**src/taix_pkg.sv**
```systemverilog
// constants and types shared by the timer-access instruction logic
package taix_pkg;

	// ----------------------------------------------------------------
	// widths
	// ----------------------------------------------------------------
	localparam int TAIX_TIMERS = 4;
	localparam int TAIX_OPW = 10;
	localparam int TAIX_NIB = 4;
	localparam int TAIX_CNTW = 8;
	localparam int TAIX_SELW = 2;
	localparam int TAIX_EXECW = 16;
	localparam int TAIX_IRQW = 5;

	// ----------------------------------------------------------------
	// opcodes of the group
	// ----------------------------------------------------------------
	localparam logic [9:0] TAIX_SEL_MASK = 10'h3FC;
	localparam logic [9:0] TAIX_OP_READ_BASE = 10'h270;
	localparam logic [9:0] TAIX_OP_WRITE_BASE = 10'h230;
	localparam logic [9:0] TAIX_OP_RELOAD_ONE = 10'h23F;
	localparam logic [9:0] TAIX_OP_RELOAD_THREE = 10'h23B;
	localparam logic [9:0] TAIX_OP_SKIP_BASE = 10'h280;
	localparam logic [1:0] TAIX_SEL_ONE = 2'h0;
	localparam logic [1:0] TAIX_SEL_THREE = 2'h2;

	typedef enum logic [2:0]
	{
		TAIX_OP_NONE = 3'h0,
		TAIX_OP_READ = 3'h1,
		TAIX_OP_WRITE = 3'h3,
		TAIX_OP_RELOAD = 3'h2,
		TAIX_OP_SKIP = 3'h6
	} taix_op_t;

	// ----------------------------------------------------------------
	// register map (byte addresses, one word each)
	// ----------------------------------------------------------------
	localparam logic [7:0] TAIX_REG_CTRL = 8'h00;
	localparam logic [7:0] TAIX_REG_STATUS = 8'h04;
	localparam logic [7:0] TAIX_REG_IRQ_STAT = 8'h08;
	localparam logic [7:0] TAIX_REG_IRQ_MASK = 8'h0C;
	localparam logic [7:0] TAIX_REG_EXEC_CNT = 8'h10;

	localparam int TAIX_CTRL_EN_BIT = 0;
	localparam logic TAIX_CTRL_EN_RESET = 1'b1;
	localparam int TAIX_STAT_FLAG_LSB = 0;
	localparam int TAIX_STAT_OP_LSB = 8;
	localparam int TAIX_IRQ_FLAG_LSB = 0;
	localparam int TAIX_IRQ_SKIP_BIT = 4;
	localparam logic [4:0] TAIX_IRQ_MASK_RESET = 5'h00;
	localparam logic [9:0] TAIX_LAST_OP_RESET = 10'h000;

endpackage : taix_pkg

```
**src/taix_decode.sv**
```systemverilog
// opcode classifier for the timer-access group
`timescale 1ns/1ps
module taix_decode
	import taix_pkg::*;
(
	input wire logic [TAIX_OPW-1:0] opcode,
	output taix_op_t op,
	output logic [TAIX_SELW-1:0] sel
);

	// ----------------------------------------------------------------
	// classification
	// ----------------------------------------------------------------
	always_comb
	begin
		op = TAIX_OP_NONE;
		sel = opcode[TAIX_SELW-1:0];
		if ((opcode & TAIX_SEL_MASK) == TAIX_OP_READ_BASE)
		begin
			op = TAIX_OP_READ; // RULE_02
		end
		else if ((opcode & TAIX_SEL_MASK) == TAIX_OP_WRITE_BASE)
		begin
			op = TAIX_OP_WRITE; // RULE_04
		end
		else if (opcode == TAIX_OP_RELOAD_ONE)
		begin
			op = TAIX_OP_RELOAD; // RULE_05
			sel = TAIX_SEL_ONE;
		end
		else if (opcode == TAIX_OP_RELOAD_THREE)
		begin
			op = TAIX_OP_RELOAD; // RULE_06
			sel = TAIX_SEL_THREE;
		end
		else if ((opcode & TAIX_SEL_MASK) == TAIX_OP_SKIP_BASE)
		begin
			op = TAIX_OP_SKIP; // RULE_09
		end
	end

endmodule : taix_decode

```
**src/taix_flags.sv**
```systemverilog
// per-timer event flags, set by the timer, cleared by a taken skip
`timescale 1ns/1ps
module taix_flags
	import taix_pkg::*;
#(
	parameter int N = TAIX_TIMERS
)
(
	input wire logic clk,
	input wire logic rst_n,
	input wire logic [N-1:0] set,
	input wire logic [N-1:0] clr,
	output logic [N-1:0] flag_q
);

	// ----------------------------------------------------------------
	// flag bits
	// ----------------------------------------------------------------
	genvar i;
	generate
		for (i = 0; i < N; i++)
		begin : g_flag
			// clear beats a same-cycle set, else the skip would repeat
			always_ff @(posedge clk or negedge rst_n)
			begin
				if (!rst_n)
					flag_q[i] <= 1'b0;
				else if (clr[i])
					flag_q[i] <= 1'b0; // RULE_10
				else if (set[i])
					flag_q[i] <= 1'b1; // RULE_10
			end
		end
	endgenerate

endmodule : taix_flags

```
**src/taix_top.sv**
```systemverilog
// timer-access instruction execution with avalon register slave
//
// Operation
// RULE_01: timer read loads B, A from count nibbles
// RULE_02: opcodes 270h-273h read timers one to four
// RULE_03: timer write loads count and reload from B,A
// RULE_04: opcodes 230h-233h write timer and reload
// RULE_05: 23Fh writes timer one reload only
// RULE_06: 23Bh writes timer three reload only
// RULE_07: 280h skips, clears timer one flag if set
// RULE_08: 281h same skip-and-clear for timer two flag
// RULE_09: 282h and 283h test timer three, four flags
// RULE_10: timer sets flags; skip clear wins that cycle
// RULE_11: sequencer skips following instruction on skip signal
//
// Our own choices: register access over Avalon-MM and the placing of the registers.
`timescale 1ns/1ps
module taix_top
	import taix_pkg::*;
(
	input wire logic MCLK,
	input wire logic RST_N,
	input wire logic INSTR_VALID,
	input wire logic [TAIX_OPW-1:0] INSTR_CODE,
	input wire logic [TAIX_NIB-1:0] ACC_IN,
	input wire logic [TAIX_NIB-1:0] UPPER_IN,
	input wire logic [TAIX_CNTW-1:0] TIMER1_COUNT,
	input wire logic [TAIX_CNTW-1:0] TIMER2_COUNT,
	input wire logic [TAIX_CNTW-1:0] TIMER3_COUNT,
	input wire logic [TAIX_CNTW-1:0] TIMER4_COUNT,
	input wire logic [TAIX_TIMERS-1:0] TIMER_EVENT,
	output logic ACC_LOAD,
	output logic [TAIX_NIB-1:0] ACC_OUT,
	output logic UPPER_LOAD,
	output logic [TAIX_NIB-1:0] UPPER_OUT,
	output logic [TAIX_TIMERS-1:0] TIMER_LOAD,
	output logic [TAIX_TIMERS-1:0] RELOAD_LOAD,
	output logic [TAIX_CNTW-1:0] LOAD_VALUE,
	output logic SKIP_NEXT,
	output logic [TAIX_TIMERS-1:0] EVENT_FLAG,
	output logic IRQ,
	input wire logic [7:0] AVS_ADDRESS,
	input wire logic AVS_READ,
	input wire logic AVS_WRITE,
	input wire logic [31:0] AVS_WRITEDATA,
	input wire logic [3:0] AVS_BYTEENABLE,
	output logic [31:0] AVS_READDATA,
	output logic AVS_WAITREQUEST
);

	// ----------------------------------------------------------------
	// declarations
	// ----------------------------------------------------------------
	taix_op_t dec_op;
	logic [TAIX_SELW-1:0] dec_sel;
	logic [TAIX_CNTW-1:0] count [TAIX_TIMERS];
	logic [TAIX_CNTW-1:0] sel_count;
	logic [TAIX_TIMERS-1:0] sel_onehot;
	logic [TAIX_TIMERS-1:0] flag_q;
	logic [TAIX_TIMERS-1:0] flag_clr;
	logic exec;
	logic flag_hit;
	logic skip_take;

	logic en_q;
	logic [TAIX_OPW-1:0] last_op_q;
	logic [TAIX_EXECW-1:0] exec_cnt_q;
	logic [TAIX_IRQW-1:0] irq_stat_q;
	logic [TAIX_IRQW-1:0] irq_stat_d;
	logic [TAIX_IRQW-1:0] irq_mask_q;
	logic [TAIX_IRQW-1:0] irq_evt;
	logic [TAIX_IRQW-1:0] irq_w1c;
	logic irq_q;

	logic acc_load_q;
	logic [TAIX_NIB-1:0] acc_out_q;
	logic upper_load_q;
	logic [TAIX_NIB-1:0] upper_out_q;
	logic [TAIX_TIMERS-1:0] timer_load_q;
	logic [TAIX_TIMERS-1:0] reload_load_q;
	logic [TAIX_CNTW-1:0] load_value_q;
	logic skip_q;

	logic bus_req;
	logic bus_wr;
	logic wait_q;
	logic [31:0] rdata_q;
	logic [31:0] rdata_d;
	logic [31:0] wmask;

	// ----------------------------------------------------------------
	// decode and operand selection
	// ----------------------------------------------------------------
	taix_decode u_decode
	(
		.opcode(INSTR_CODE),
		.op(dec_op),
		.sel(dec_sel)
	);

	assign count[0] = TIMER1_COUNT;
	assign count[1] = TIMER2_COUNT;
	assign count[2] = TIMER3_COUNT;
	assign count[3] = TIMER4_COUNT;

	// an instruction of another group, or one while disabled, is ignored
	assign exec = INSTR_VALID && en_q && (dec_op != TAIX_OP_NONE);
	assign sel_count = count[dec_sel];
	assign sel_onehot = TAIX_TIMERS'(1) << dec_sel;
	assign flag_hit = flag_q[dec_sel];
	assign skip_take = exec && (dec_op == TAIX_OP_SKIP) && flag_hit;

	// ----------------------------------------------------------------
	// event flags
	// ----------------------------------------------------------------
	// clear only on a taken skip; a clear flag is left alone
	assign flag_clr = skip_take ? sel_onehot : '0; // RULE_07 RULE_08

	taix_flags #(.N(TAIX_TIMERS)) u_flags
	(
		.clk(MCLK),
		.rst_n(RST_N),
		.set(TIMER_EVENT),
		.clr(flag_clr),
		.flag_q(flag_q)
	);

	// ----------------------------------------------------------------
	// working register results
	// ----------------------------------------------------------------
	always_ff @(posedge MCLK or negedge RST_N)
	begin
		if (!RST_N)
		begin
			acc_load_q <= 1'b0;
			upper_load_q <= 1'b0;
			acc_out_q <= '0;
			upper_out_q <= '0;
		end
		else
		begin
			acc_load_q <= exec && (dec_op == TAIX_OP_READ); // RULE_01
			upper_load_q <= exec && (dec_op == TAIX_OP_READ); // RULE_01
			if (exec && (dec_op == TAIX_OP_READ))
			begin
				acc_out_q <= sel_count[TAIX_NIB-1:0]; // RULE_01
				upper_out_q <= sel_count[TAIX_CNTW-1:TAIX_NIB]; // RULE_01
			end
		end
	end

	// ----------------------------------------------------------------
	// timer and reload writes
	// ----------------------------------------------------------------
	always_ff @(posedge MCLK or negedge RST_N)
	begin
		if (!RST_N)
		begin
			timer_load_q <= '0;
			reload_load_q <= '0;
			load_value_q <= '0;
		end
		else
		begin
			timer_load_q <= '0;
			reload_load_q <= '0;
			if (exec && (dec_op == TAIX_OP_WRITE))
			begin
				timer_load_q <= sel_onehot; // RULE_03
				reload_load_q <= sel_onehot; // RULE_03
			end
			else if (exec && (dec_op == TAIX_OP_RELOAD))
			begin
				// count untouched, only the reload strobe
				reload_load_q <= sel_onehot; // RULE_05 RULE_06
			end
			if (exec && ((dec_op == TAIX_OP_WRITE) ||
				(dec_op == TAIX_OP_RELOAD)))
			begin
				load_value_q <= {UPPER_IN, ACC_IN}; // RULE_03
			end
		end
	end

	// ----------------------------------------------------------------
	// skip request to the sequencer
	// ----------------------------------------------------------------
	// the sequencer turns the following word into a no-op
	always_ff @(posedge MCLK or negedge RST_N)
	begin
		if (!RST_N)
			skip_q <= 1'b0;
		else
			skip_q <= skip_take; // RULE_07 RULE_11
	end

	// ----------------------------------------------------------------
	// bookkeeping visible to software
	// ----------------------------------------------------------------
	always_ff @(posedge MCLK or negedge RST_N)
	begin
		if (!RST_N)
		begin
			last_op_q <= TAIX_LAST_OP_RESET;
			exec_cnt_q <= '0;
		end
		else if (exec)
		begin
			last_op_q <= INSTR_CODE;
			exec_cnt_q <= exec_cnt_q + TAIX_EXECW'(1);
		end
	end

	// ----------------------------------------------------------------
	// avalon slave: one wait state per access
	// ----------------------------------------------------------------
	assign bus_req = AVS_READ || AVS_WRITE;
	// write lands on the edge that sees waitrequest low
	assign bus_wr = AVS_WRITE && !wait_q;

	generate
		genvar b;
		for (b = 0; b < 4; b++)
		begin : g_lane
			assign wmask[b*8 +: 8] = {8{AVS_BYTEENABLE[b]}};
		end
	endgenerate

	always_ff @(posedge MCLK or negedge RST_N)
	begin
		if (!RST_N)
			wait_q <= 1'b1;
		else if (bus_req && wait_q)
			wait_q <= 1'b0;
		else
			wait_q <= 1'b1;
	end

	always_comb
	begin
		rdata_d = '0;
		unique case (AVS_ADDRESS)
			TAIX_REG_CTRL:
				rdata_d[TAIX_CTRL_EN_BIT] = en_q;
			TAIX_REG_STATUS:
			begin
				rdata_d[TAIX_STAT_FLAG_LSB +: TAIX_TIMERS] = flag_q;
				rdata_d[TAIX_STAT_OP_LSB +: TAIX_OPW] = last_op_q;
			end
			TAIX_REG_IRQ_STAT:
				rdata_d[TAIX_IRQW-1:0] = irq_stat_q;
			TAIX_REG_IRQ_MASK:
				rdata_d[TAIX_IRQW-1:0] = irq_mask_q;
			TAIX_REG_EXEC_CNT:
				rdata_d[TAIX_EXECW-1:0] = exec_cnt_q;
			default:
				rdata_d = '0;
		endcase
	end

	always_ff @(posedge MCLK or negedge RST_N)
	begin
		if (!RST_N)
			rdata_q <= '0;
		else if (AVS_READ && wait_q)
			rdata_q <= rdata_d;
	end

	// ----------------------------------------------------------------
	// control and mask registers
	// ----------------------------------------------------------------
	always_ff @(posedge MCLK or negedge RST_N)
	begin
		if (!RST_N)
			en_q <= TAIX_CTRL_EN_RESET;
		else if (bus_wr && (AVS_ADDRESS == TAIX_REG_CTRL) &&
			AVS_BYTEENABLE[0])
			en_q <= AVS_WRITEDATA[TAIX_CTRL_EN_BIT];
	end

	always_ff @(posedge MCLK or negedge RST_N)
	begin
		if (!RST_N)
			irq_mask_q <= TAIX_IRQ_MASK_RESET;
		else if (bus_wr && (AVS_ADDRESS == TAIX_REG_IRQ_MASK) &&
			AVS_BYTEENABLE[0])
			irq_mask_q <= AVS_WRITEDATA[TAIX_IRQW-1:0];
	end

	// ----------------------------------------------------------------
	// interrupt status
	// ----------------------------------------------------------------
	assign irq_evt = {skip_take, TIMER_EVENT};
	assign irq_w1c = (bus_wr && (AVS_ADDRESS == TAIX_REG_IRQ_STAT)) ?
		(AVS_WRITEDATA[TAIX_IRQW-1:0] & wmask[TAIX_IRQW-1:0]) : '0;
	// a new event in the clearing cycle survives the clear
	assign irq_stat_d = (irq_stat_q & ~irq_w1c) | irq_evt;

	always_ff @(posedge MCLK or negedge RST_N)
	begin
		if (!RST_N)
			irq_stat_q <= '0;
		else
			irq_stat_q <= irq_stat_d;
	end

	// registered, so it trails the status bit by one clock
	always_ff @(posedge MCLK or negedge RST_N)
	begin
		if (!RST_N)
			irq_q <= 1'b0;
		else
			irq_q <= |(irq_stat_q & irq_mask_q);
	end

	// ----------------------------------------------------------------
	// outputs
	// ----------------------------------------------------------------
	assign ACC_LOAD = acc_load_q;
	assign ACC_OUT = acc_out_q;
	assign UPPER_LOAD = upper_load_q;
	assign UPPER_OUT = upper_out_q;
	assign TIMER_LOAD = timer_load_q;
	assign RELOAD_LOAD = reload_load_q;
	assign LOAD_VALUE = load_value_q;
	assign SKIP_NEXT = skip_q;
	assign EVENT_FLAG = flag_q;
	assign IRQ = irq_q;
	assign AVS_READDATA = rdata_q;
	assign AVS_WAITREQUEST = wait_q;

endmodule : taix_top

```
**config.mk**
```make
export PLATFORM = sky130hd
export DESIGN_NAME = taix_top
export DESIGN_NICKNAME = d
export VERILOG_FILES = /design/src/taix_pkg.sv /design/src/taix_decode.sv /design/src/taix_flags.sv /design/src/taix_top.sv
export SDC_FILE = /design/constraint.sdc
export NUM_CORES = 1
export LEC_CHECK = 0
export BUFFER_PORTS_ARGS = -buffer_cell sky130_fd_sc_hd__buf_2
export CAP_MARGIN = 20
export CORE_MARGIN = 4
export CORE_UTILIZATION = 30
export DETAILED_ROUTE_END_ITERATION = 6
export PLACE_DENSITY = 0.5
export SLEW_MARGIN = 0
export SYNTH_ARGS = -nofsm -noshare
export SYNTH_HDL_FRONTEND = slang
export SYNTH_SLANG_ARGS = --single-unit
export TNS_END_PERCENT = 30
```
**constraint.sdc**
```tcl
create_clock -name MCLK -period 2.8 [get_ports MCLK]
set_input_delay 0.14 -clock MCLK [delete_from_list [all_inputs] [get_ports MCLK]]
set_output_delay 0.14 -clock MCLK [all_outputs]
set_load 0.03 [all_outputs]
```
==> metrics.cfg, run 1 <==
[floorplanning]
start_util_pct=31.2
die_area_sq_um=15900
die_w_um=126
io_pins=168
core_sq_um=13500
num_rows=42
die_y_um=126

[timing]
setup_viol=0
fin_tns_setup_ns=0
grt_setup_unrepaired=no
final.min_clock_period_ns=2.01
finalCritPeriodShare_pct=71.9
finClkSkew_ns=0.00721
drv_slew=0
hold_viol=0
clock.fmax_ghz=0.497
maxSlewHeadroom_pct=40.5
tightest_slew_ns=0.893

[synth]
synth-seq-area-share_pct=52.0
synth-edff-count=0
synth_warnings=0
syn-cell-area_sq_um=4190
synth_cell_types=58
synth_seq_cells=87
yosysTopAreaCell=dfrtp_1
async_reset_ff_share_pct=100
synthTopCellsByArea=dfrtp_1 51%, mux2_2 8.1%, a222oi_1 4.1%, xnor2_1 3.3%, buf_4 2.9%
synth_area_per_cell_sq_um=11.8
synthFlopType=dfrtp_1
yosys.area.top_type_share_pct=50.7
syn_inst=356

[layout]
post-route-util_pct=39.3
drive_gt1_share_pct=38.7
syn_to_final_growth_pct=26.0
nets=582
instances_no_fill=661

[clock_tree]
cts-resized-gates=0
root_buffer=clkbuf_16
cts_sinks=87
htree_levels=3
cts_hold_buffers=5
clock_latency_ns=0.34
cts_tree=yes
cts.path.max_buffers=2
cts-buffers-inserted=9
clk_pin_slew_worst_paths_ns=0.06
post_cts_buffers=0

[global_route]
grt_pass1_wl_um=18200
grt_use_total_pct=14.5
met2_usage_pct=22.3
gr-usage-met1_pct=18.8
grt_max_degree=50
first_global_vias=3389
grt_remaining_overflow=0
grtUsageMet3_pct=5.04
grt.busiest_layer=met2
grt_antenna_before_repair=3

[worst_setup_path]
end_kind=register
path_buf_inv=0
reg2reg_depth=4
critical_path.startpoint_type=register
worstPathCellList=nand4b_1 > or4_1 > nand2_1 > o21ai_0
crit_family=simple AND/OR/NAND/NOR gates
cp_max_fo=16
arrival_ns=2.21
worstPathRequired_ns=2.99
worstSetupPathType=register to register
r2r_end=ACC_OUT[0]$_DFFE_PN0P_
worstReg2RegStart=en_q$_DFFE_PN1P_
cp_slowest_cell=or4_1
ff2ff_setup_slack_ns=0.79
critPathMaxStageDelay_ns=0.78

[status]
violations=DRC
status=complete, but fails checks

[drt]
drt_iter0_markers=211
viasPerCell=5.02
drc=1
ant_nets=0
drt-pass1-iter-count=7
wire_per_inst_um=16.8
vias=3321
drt_wl_total_um=11100

[placed_design]
dpl.hpwl_um=8190
dp_cells=638
gp_congestion=0.771
io_buffers=123

[worst_hold_path]
hp-start=TIMER_EVENT[1]
whs_path_depth=2
worstHoldPathType=input pin to register
min_to=irq_stat_q[1]$_DFF_PN0_

[pwr]
ir_worst_vdd_mv=0.226
p_per_area_nw_per_um2=514
p_leak_nw=2.65
finalPower_w=0.00271

[flow_run]
maxCapViolCount=0

-- sequential cells by signal, indices dropped and copies added, names as in the netlist, 4 cells and up --
| signal | flops |
|---|---|
| last_op_q | 10 |
| exec_cnt_q | 16 |
| u_flags.flag_q | 4 |
| irq_stat_q | 5 |
| LOAD_VALUE | 8 |
| ACC_OUT | 4 |
| RELOAD_LOAD | 4 |
| TIMER_LOAD | 4 |
| AVS_READDATA | 18 |
| UPPER_OUT | 4 |
| irq_mask_q | 5 |
-- layout make-up --
class | instances | area [sq um]
fill | 1371 | 8170
sequential | 87 | 2180
multi-input combinational | 233 | 1800
timing repair buffer | 135 | 721
clock buffer | 11 | 253
tap | 176 | 220
clock inverter | 5 | 56.3
inverter | 12 | 45.0
antenna | 2 | 5.00
-- report_power, final --
part	switching (W)	total (W)	internal, W	leakage, nW
combinational	0.000140	0.000223	0.0000838	1.34
sequential	0.00000383	0.00127	0.00126	1.16
clock	0.000486	0.00122	0.000738	0.152
-- metrics by stage --
step                      setup WS, ns  area [sq um]  hold slack (ns)
after floorplan                  0.972          4240           -0.156
after global placement           0.709          4920            0.209
after detailed placement         0.689          4920            0.214
after CTS                        0.766          5280          0.00266
after global routing             0.640          5280          0.00744
final                            0.788          5280           0.0204
-- layout by cell type, fill, tap and decap left out, drive strengths merged, types with 5 or more instances in the layout --
| cell type | count |
|---|---|
| a21o | 5 |
| a222oi | 17 |
| a22o | 9 |
| a22oi | 6 |
| and2 | 5 |
| and3 | 8 |
| buf | 130 |
| clkbuf | 11 |
| conb | 14 |
| dfrtp | 85 |
| dlygate4sd3 | 5 |
| inv | 12 |
| mux2 | 30 |
| mux2i | 7 |
| nand2 | 17 |
| nand4b | 7 |
| nor2 | 14 |
| o2111ai | 8 |
| o21ai | 12 |
| xnor2 | 16 |
-- cells in the mapped netlist (2+ instances only) --
library cell	number
a21o_1	5
mux2_2	30
buf_2	6
dfstp_2	2
nand2_1	17
nor4_1	2
nor2_1	13
a21oi_1	3
and4_1	4
clkbuf_1	13
inv_1	12
o2111ai_1	8
a22o_1	9
nand3_1	3
o22a_1	2
mux2i_1	7
and2_1	5
nor2b_1	4
o22ai_1	4
nand3b_1	2
xnor2_1	16
nand4b_1	7
buf_4	16
o211ai_1	4
a22oi_1	6
nand2b_1	2
a222oi_1	17
nor3_1	3
o21ai_0	12
a31oi_1	2
or4_1	2
dfrtp_1	85
and3_1	8
-- cell families after synthesis --
kind of cell,synth area share [%]
other cells,0.0895
simple gates,13.0
compound gates,15.4
xor+xnor,3.34
flops,52.0
fa+ha+maj,0.298
buf+inv,6.18
mux,9.73
-- routing by layer --
| metal | wire length [um] | vias to the layer above | share of wire [%] |
|---|---|---|---|
| met5 | 21 | - | 0.19 |
| met4 | 177 | 4 | 1.6 |
| met3 | 886 | 15 | 8.0 |
| met2 | 5280 | 117 | 48 |
| met1 | 4740 | 1622 | 43 |
| li1 | - | 1563 | - |
-- worst max-delay path by stage --
stage                     start                   endpoint  depth (start not counted)
2_1_floorplan  en_q$_DFFE_PN1P_     ACC_OUT[0]$_DFFE_PN0P_                          6
3_3_place_gp     AVS_ADDRESS[7]  irq_mask_q[4]$_DFFE_PN0P_                          5
3_5_place_dp     AVS_ADDRESS[7]  irq_mask_q[4]$_DFFE_PN0P_                          5
4_1_cts        en_q$_DFFE_PN1P_     ACC_OUT[0]$_DFFE_PN0P_                          3
5_1_grt        en_q$_DFFE_PN1P_   UPPER_OUT[2]$_DFFE_PN0P_                          4
6_report       en_q$_DFFE_PN1P_     ACC_OUT[0]$_DFFE_PN0P_                          4
(Power assumes the default switching activity.)
==> run 2, diff against run 1 <==
==> constraint.sdc (replaced) <==
create_clock -name MCLK -period 2.05 [get_ports MCLK]
set_input_delay 0.1025 -clock MCLK [delete_from_list [all_inputs] [get_ports MCLK]]
set_output_delay 0.1025 -clock MCLK [all_outputs]
set_load 0.03 [all_outputs]
==> run 2 against run 1 <==
The flow now finishes without violations. Design area increased by 2.4%. First-iteration DRC count decreased by 2.8%. Via count increased by 2.1%. Hold slack got worse by 0.010 ns. Clock power increased by 36%. Critical path type unchanged. Largest cell class unchanged. Global-route usage decreased by 0.45 points. Final cell count increased by 1.8%.
==> metrics.cfg, run 2 (synthesis results as in run 1) <==
[timing]
final.min_clock_period_ns=1.81  ; -0.200 ns
tightest_slew_ns=0.904  ; +0.0110 ns
finalCritPeriodShare_pct=88.4  ; +17 points
drv_slew=0  ; unchanged
fin_tns_setup_ns=0  ; unchanged
finClkSkew_ns=0.00643  ; -0.000777 ns
setup_viol=0  ; unchanged
clock.fmax_ghz=0.552  ; +11%
hold_viol=0  ; unchanged
grt_setup_unrepaired=no
maxSlewHeadroom_pct=39.7  ; -0.73 points

[clock_tree]
clk_pin_slew_worst_paths_ns=0.06  ; about the same
cts.path.max_buffers=2  ; unchanged
cts-buffers-inserted=9  ; unchanged
clock_latency_ns=0.34  ; about the same
cts_sinks=87  ; unchanged
root_buffer=clkbuf_16
htree_levels=3  ; unchanged
cts_tree=yes

[worst_setup_path]
critPathMaxStageDelay_ns=0.73  ; -0.05 ns
cp_slowest_cell=or4_1
worstPathRequired_ns=2.25  ; -0.74 ns
cp_max_fo=16  ; unchanged
arrival_ns=2.02  ; -0.19 ns
worstPathCellList=nand4b_1 > or4_1 > nand2_1 > o21ai_0
path_buf_inv=0  ; unchanged
end_kind=register
crit_family=simple AND/OR/NAND/NOR gates
worstSetupPathType=register to register
critical_path.startpoint_type=register

[placed_design]
dpl.hpwl_um=8100  ; -1.1%
io_buffers=123  ; unchanged
gp_congestion=0.766  ; -0.56%

[global_route]
grt_remaining_overflow=0  ; unchanged
grtUsageMet3_pct=3.98  ; -1.1 points
grt_max_degree=67  ; +34%
gr-usage-met1_pct=18.3  ; -0.48 points
grt_pass1_wl_um=17800  ; -2.3%
grt.busiest_layer=met2
first_global_vias=3387  ; -0.059%
grt_use_total_pct=14.0  ; -0.45 points
grt_antenna_before_repair=1  ; -2
met2_usage_pct=22.0  ; -0.34 points

[drt]
ant_nets=0  ; unchanged
viasPerCell=5.04  ; +0.32%
drc=0  ; -1
drt_wl_total_um=11000  ; -0.56%
wire_per_inst_um=16.4  ; -2.3%
drt-pass1-iter-count=7  ; unchanged
drt_iter0_markers=205  ; -2.8%
vias=3392  ; +2.1%

[pwr]
p_leak_nw=2.71  ; +2.2%
switchingPower_w=0.000876  ; +39%
p_comb_share_pct=8.7  ; +0.5 points
p_per_area_nw_per_um2=687  ; +34%
power.internal_w=0.00284  ; +36%
finalPower_w=0.00371  ; +37%
seq_power_share_pct=46.6  ; about the same
swShare_pct=23.6  ; +0.40 points
p_clk_share_pct=44.7  ; -0.4 points
ir_worst_vdd_mv=0.349  ; +55%

[worst_hold_path]
worstHoldPathType=input pin to register

[floorplanning]
start_util_pct=31.2  ; unchanged
core_sq_um=13500  ; unchanged
io_pins=168  ; unchanged
num_rows=42  ; unchanged
die_area_sq_um=15900  ; unchanged
die_y_um=126  ; unchanged
die_w_um=126  ; unchanged

[layout]
syn_to_final_growth_pct=29.0
final_cell_mix=122 x buf_2, 85 x dfrtp_1, 30 x mux2_2
layout_commonest_cell=buf_2
nets=596  ; +2.4%
drive_gt1_share_pct=38.2  ; -0.49 points
largest_register_ffs=18  ; unchanged
post-route-util_pct=40.2  ; +0.95 points
antennaDiodeCount=0  ; -2

[status]
status=finished, final reports clean

[flow_run]
maxCapViolCount=0  ; unchanged

-- run 2: changes by cell type in the layout (fill, tap and decap cells not counted) --
| cell | previous run | this run |
|---|---|---|
| buf_12 | 0 | 1 |
| buf_4 | 8 | 12 |
| dlygate4sd3_1 | 5 | 14 |
| clkbuf_8 | 2 | 1 |
| diode_2 | 2 | 0 |
| clkinv_2 | 2 | 0 |
| clkbuf_1 | 0 | 2 |
| clkinv_4 | 1 | 2 |
-- run 2: worst paths after layout --
kind                                        startpoint                           to  slack, ns  depth (start not counted)
max                                   en_q$_DFFE_PN1P_     UPPER_OUT[0]$_DFFE_PN0P_       0.24                          4
min                                          ACC_IN[0]    LOAD_VALUE[0]$_DFFE_PN0P_       0.01                          2
max reg2reg                           en_q$_DFFE_PN1P_     UPPER_OUT[0]$_DFFE_PN0P_       0.24                          4
min reg2reg                AVS_READDATA[4]$_DFFE_PN0P_  AVS_READDATA[4]$_DFFE_PN0P_       0.47                          2
max in group asynchronous                        RST_N             en_q$_DFFE_PN1P_       1.18                          3
min in group asynchronous                        RST_N   exec_cnt_q[13]$_DFFE_PN0P_       0.19                          2
-- run 2: power by group through the flow --
| stage | Sequential (W) | Clock, W | Combinational [W] |
|---|---|---|---|
| floorplan | 0.00177 | 0 | 0.000160 |
| global placement | 0.00176 | 0 | 0.000301 |
| detailed placement | 0.00176 | 0 | 0.000305 |
| CTS | 0.00173 | 0.00170 | 0.000329 |
| global route | 0.00173 | 0.00178 | 0.000359 |
| finish | 0.00173 | 0.00166 | 0.000323 |
-- run 2: what timing repair did --
action	CTS	global route
resized for setup	0	0
setup buffers	0	0
hold endpoints to repair	33	0
hold buffers	14	0
-- run 2: final cells by class --
cell class | instances | area [sq um]
Clock inverter | 4 | 55.1
Tap cell | 176 | 220
Inverter | 12 | 45.0
Clock buffer | 12 | 246
Multi-Input combinational cell | 233 | 1800
Fill cell | 1378 | 8040
Sequential cell | 87 | 2180
Timing Repair Buffer | 149 | 861
-- run 2: through the flow --
stage               worst slack, ns  instance area [sq um]  instances  hold WS, ns
CTS                           0.233                   5410        673     0.000258
detailed placement            0.235                   4970        643       0.0106
finish                        0.237                   5410        673       0.0103
floorplan                     0.222                   4240        369       -0.193
global route                 0.0826                   5410        673       0.0101
global placement              0.246                   4970        643       0.0173
-- run 2: routing by layer --
layer / part of all wire, % / vias up / routed length, um
li1: - / 1596 / -
met1: 45 / 1664 / 4950
met2: 46 / 114 / 5100
met3: 7.2 / 16 / 791
met4: 1.8 / 2 / 201
met5: 0.063 / - / 7
==> run 3, diff against run 2 <==
--- a/config.mk
+++ b/config.mk
@@ -7,7 +7,7 @@
 export LEC_CHECK = 0
 export BUFFER_PORTS_ARGS = -buffer_cell sky130_fd_sc_hd__buf_2
 export CAP_MARGIN = 20
-export CORE_MARGIN = 4
+export CORE_MARGIN = 2
 export CORE_UTILIZATION = 30
 export DETAILED_ROUTE_END_ITERATION = 6
 export PLACE_DENSITY = 0.5
==> constraint.sdc (replaced) <==
create_clock -name MCLK -period 1.7 [get_ports MCLK]
set_input_delay 0.085 -clock MCLK [delete_from_list [all_inputs] [get_ports MCLK]]
set_output_delay 0.085 -clock MCLK [all_outputs]
set_load 0.03 [all_outputs]
==> run 3 against run 2 <==
The run now ends with setup timing left. Design area up 4.4%. Combinational power up 32%. Global-route usage up 1.5 points. Largest power group unchanged. First-iteration DRC count up 13%. Core utilization up 0.80 points. Register-to-register slack worse by 0.28 ns. Critical endpoint is now exec_cnt_q[13]$_DFFE_PN0P_.
==> metrics.cfg, run 3 (synthesis results as in run 1) <==
[drt]
drt-pass1-iter-count=5  ; -2
drt_wl_total_um=11000  ; -0.48%
met1_length_um=4990  ; +0.83%
wire_per_inst_um=15.7  ; -4.5%
dr.max_layer_used=met4
viasPerCell=4.92  ; -2.5%
met2_length_um=5040  ; -1.2%
vias=3446  ; +1.6%
drt_iter0_markers=232  ; +13%
ant_nets=0  ; unchanged
drc=0  ; unchanged
dr_wl_met3_um=802  ; +1.4%

[timing]
final.min_clock_period_ns=1.74  ; -0.0741 ns
setup_viol=11  ; +11
maxSlewHeadroom_pct=41.8  ; +2.0 points
clock.fmax_ghz=0.575  ; +4.3%
finalCritPeriodShare_pct=102  ; +14 points
drv_slew=0  ; unchanged
grt_setup_unrepaired=yes
finClkSkew_ns=0.00600  ; -0.000436 ns
hold_viol=0  ; unchanged
tightest_slew_ns=0.873  ; -0.0305 ns
layout_setup_ws_ns=-0.0387  ; -0.276 ns
fin_tns_setup_ns=-0.193  ; -0.193 ns

[layout]
fin_area_sq_um=5650  ; +4.4%
layout_commonest_cell=buf_2
final_cell_mix=122 x buf_2, 85 x dfrtp_1, 30 x mux2_2
nets=621  ; +4.2%
fillers=1410  ; +2.3%
post-route-util_pct=41.0  ; +0.80 points
multiInputGateArea_sq_um=1820  ; +0.97%
seqCellArea_sq_um=2180  ; unchanged
syn_to_final_growth_pct=34.7
largest_register_ffs=18  ; unchanged
drive_gt1_share_pct=41.1  ; +2.8 points
antennaDiodeCount=0  ; unchanged

[placed_design]
io_buffers=123  ; unchanged
dpl.hpwl_um=8090  ; -0.15%
placed_area_sq_um=5130  ; +3.4%
gp_congestion=0.763  ; -0.47%

[worst_setup_path]
worstPathCellList=nand4b_1 > buf_4 > a211oi_4 > buf_6 > o2111ai_1 > xnor2_1
cp_slowest_cell=dfstp_2
critPathMaxStageDelay_ns=0.59  ; -0.14 ns
crit_path_start=en_q$_DFFE_PN1P_
end_kind=register
worstReg2RegStart=en_q$_DFFE_PN1P_
critical_path.startpoint_type=register
worstSetupPathType=register to register
worstPathRequired_ns=1.92  ; -0.33 ns
cp_max_fo=15  ; -1
arrival_ns=1.96  ; -0.06 ns
reg2reg_depth=6  ; +2

[clock_tree]
post_cts_buffers=0  ; unchanged
htree_levels=3  ; unchanged
clock_latency_ns=0.34  ; about the same
cts_sinks=87  ; unchanged
cts_tree=yes
clk_pin_slew_worst_paths_ns=0.06  ; about the same
root_buffer=clkbuf_16
cts.path.max_buffers=2  ; unchanged
cts-buffers-inserted=9  ; unchanged

[status]
status=complete, but fails checks
violations=setup timing

[floorplanning]
die_w_um=122  ; -3.2%
core_sq_um=13800  ; +2.4%
die_y_um=122  ; -3.2%
die_area_sq_um=14900  ; -6.2%
num_rows=43  ; +2.4%
io_pins=168  ; unchanged
start_util_pct=30.4  ; -0.72 points

[global_route]
first_global_vias=3470  ; +2.5%
grt_pass1_wl_um=17900  ; +0.39%
grt_antenna_before_repair=0  ; -1
grt_use_total_pct=15.5  ; +1.5 points
grt_max_degree=35  ; -48%
grt_remaining_overflow=0  ; unchanged

[worst_hold_path]
whs_path_depth=2  ; unchanged
worstHoldPathType=input pin to register
hp-start=INSTR_CODE[7]

[pwr]
p_per_area_nw_per_um2=798  ; +16%
finalPower_w=0.00451  ; +21%
p_clk_share_pct=44.2  ; -0.5 points
switchingPower_w=0.00104  ; +19%
swShare_pct=23.0  ; -0.54 points
seq_power_share_pct=46.3  ; -0.3 points
p_comb_share_pct=9.4  ; +0.7 points
ir_worst_vdd_mv=0.359  ; +3.0%
p_leak_nw=2.84  ; +4.9%
power.internal_w=0.00347  ; +22%

[flow_run]
maxCapViolCount=0  ; unchanged

==> run 3: cell types whose count changed in the layout (fill, tap and decap cells not counted), moves of 2 or more <==
cell / delta
buf_6: +2
o21ai_0: -3
clkbuf_1: -2
clkinv_2: +3
clkinv_4: -2
buf_4: +17
dlygate4sd3_1: +5
o21ai_1: +3
==> run 3: area by class of cell <==
| type | instances | area share [%] |
|---|---|---|
| timing repair buffer | 174 | 19.1 |
| tap | 180 | 3.99 |
| clock buffer | 11 | 4.47 |
| sequential | 87 | 38.6 |
| clock inverter | 4 | 0.798 |
| inverter | 12 | 0.798 |
| multi-input combinational | 233 | 32.2 |
==> run 3: timing repair <==
action,CTS,global route
pin swaps,0,2
setup endpoints to repair,22,41
gates resized for setup,4,5
hold endpoints to repair,47,0
hold buffers,19,0
==> run 3: through the flow <==
stage | std cells | hold WS, ns | worst slack, ns
2_1_floorplan | 369 | -0.211 | -0.0539
6_report | 701 | 0.0151 | -0.0387
3_5_place_dp | 667 | 0.0701 | -0.0699
5_1_grt | 701 | 0.00994 | -0.155
4_1_cts | 701 | 0.00304 | -0.0391
3_3_place_gp | 667 | 0.0695 | -0.0630
==> run 3: final timing paths <==
kind / endpoint / slack (ns)
max reg2reg: exec_cnt_q[13]$_DFFE_PN0P_ / -0.04
min reg2reg: last_op_q[9]$_DFFE_PN0P_ / 0.47
max: exec_cnt_q[13]$_DFFE_PN0P_ / -0.04
min in group asynchronous: exec_cnt_q[12]$_DFFE_PN0P_ / 0.23
min: last_op_q[4]$_DFFE_PN0P_ / 0.02
max in group asynchronous: AVS_WAITREQUEST$_DFF_PN1_ / 0.88
==> run 3: power groups by stage <==
stage / clock, W / sequential [W] / combinational, W
2_1_floorplan: 0 / 0.00214 / 0.000193
5_1_grt: 0.00216 / 0.00209 / 0.000471
3_5_place_dp: 0 / 0.00213 / 0.000391
4_1_cts: 0.00207 / 0.00209 / 0.000429
3_3_place_gp: 0 / 0.00212 / 0.000388
6_report: 0.00199 / 0.00209 / 0.000425
==> run 3: metal layers <==
metal	up-vias	track usage, %
li1	1639	-
met1	1673	21.0
met2	125	23.8
met3	9	4.07
met4	0	5.39
met5	-	0
==> run 3: critical path, delay by kind of cell (launching register included) <==
family | cells | cell delay, ns
buf+inv | 2 | 0.38
flops | 1 | 0.59
xor+xnor | 1 | 0.16
simple gates | 1 | 0.15
compound gates | 2 | 0.33
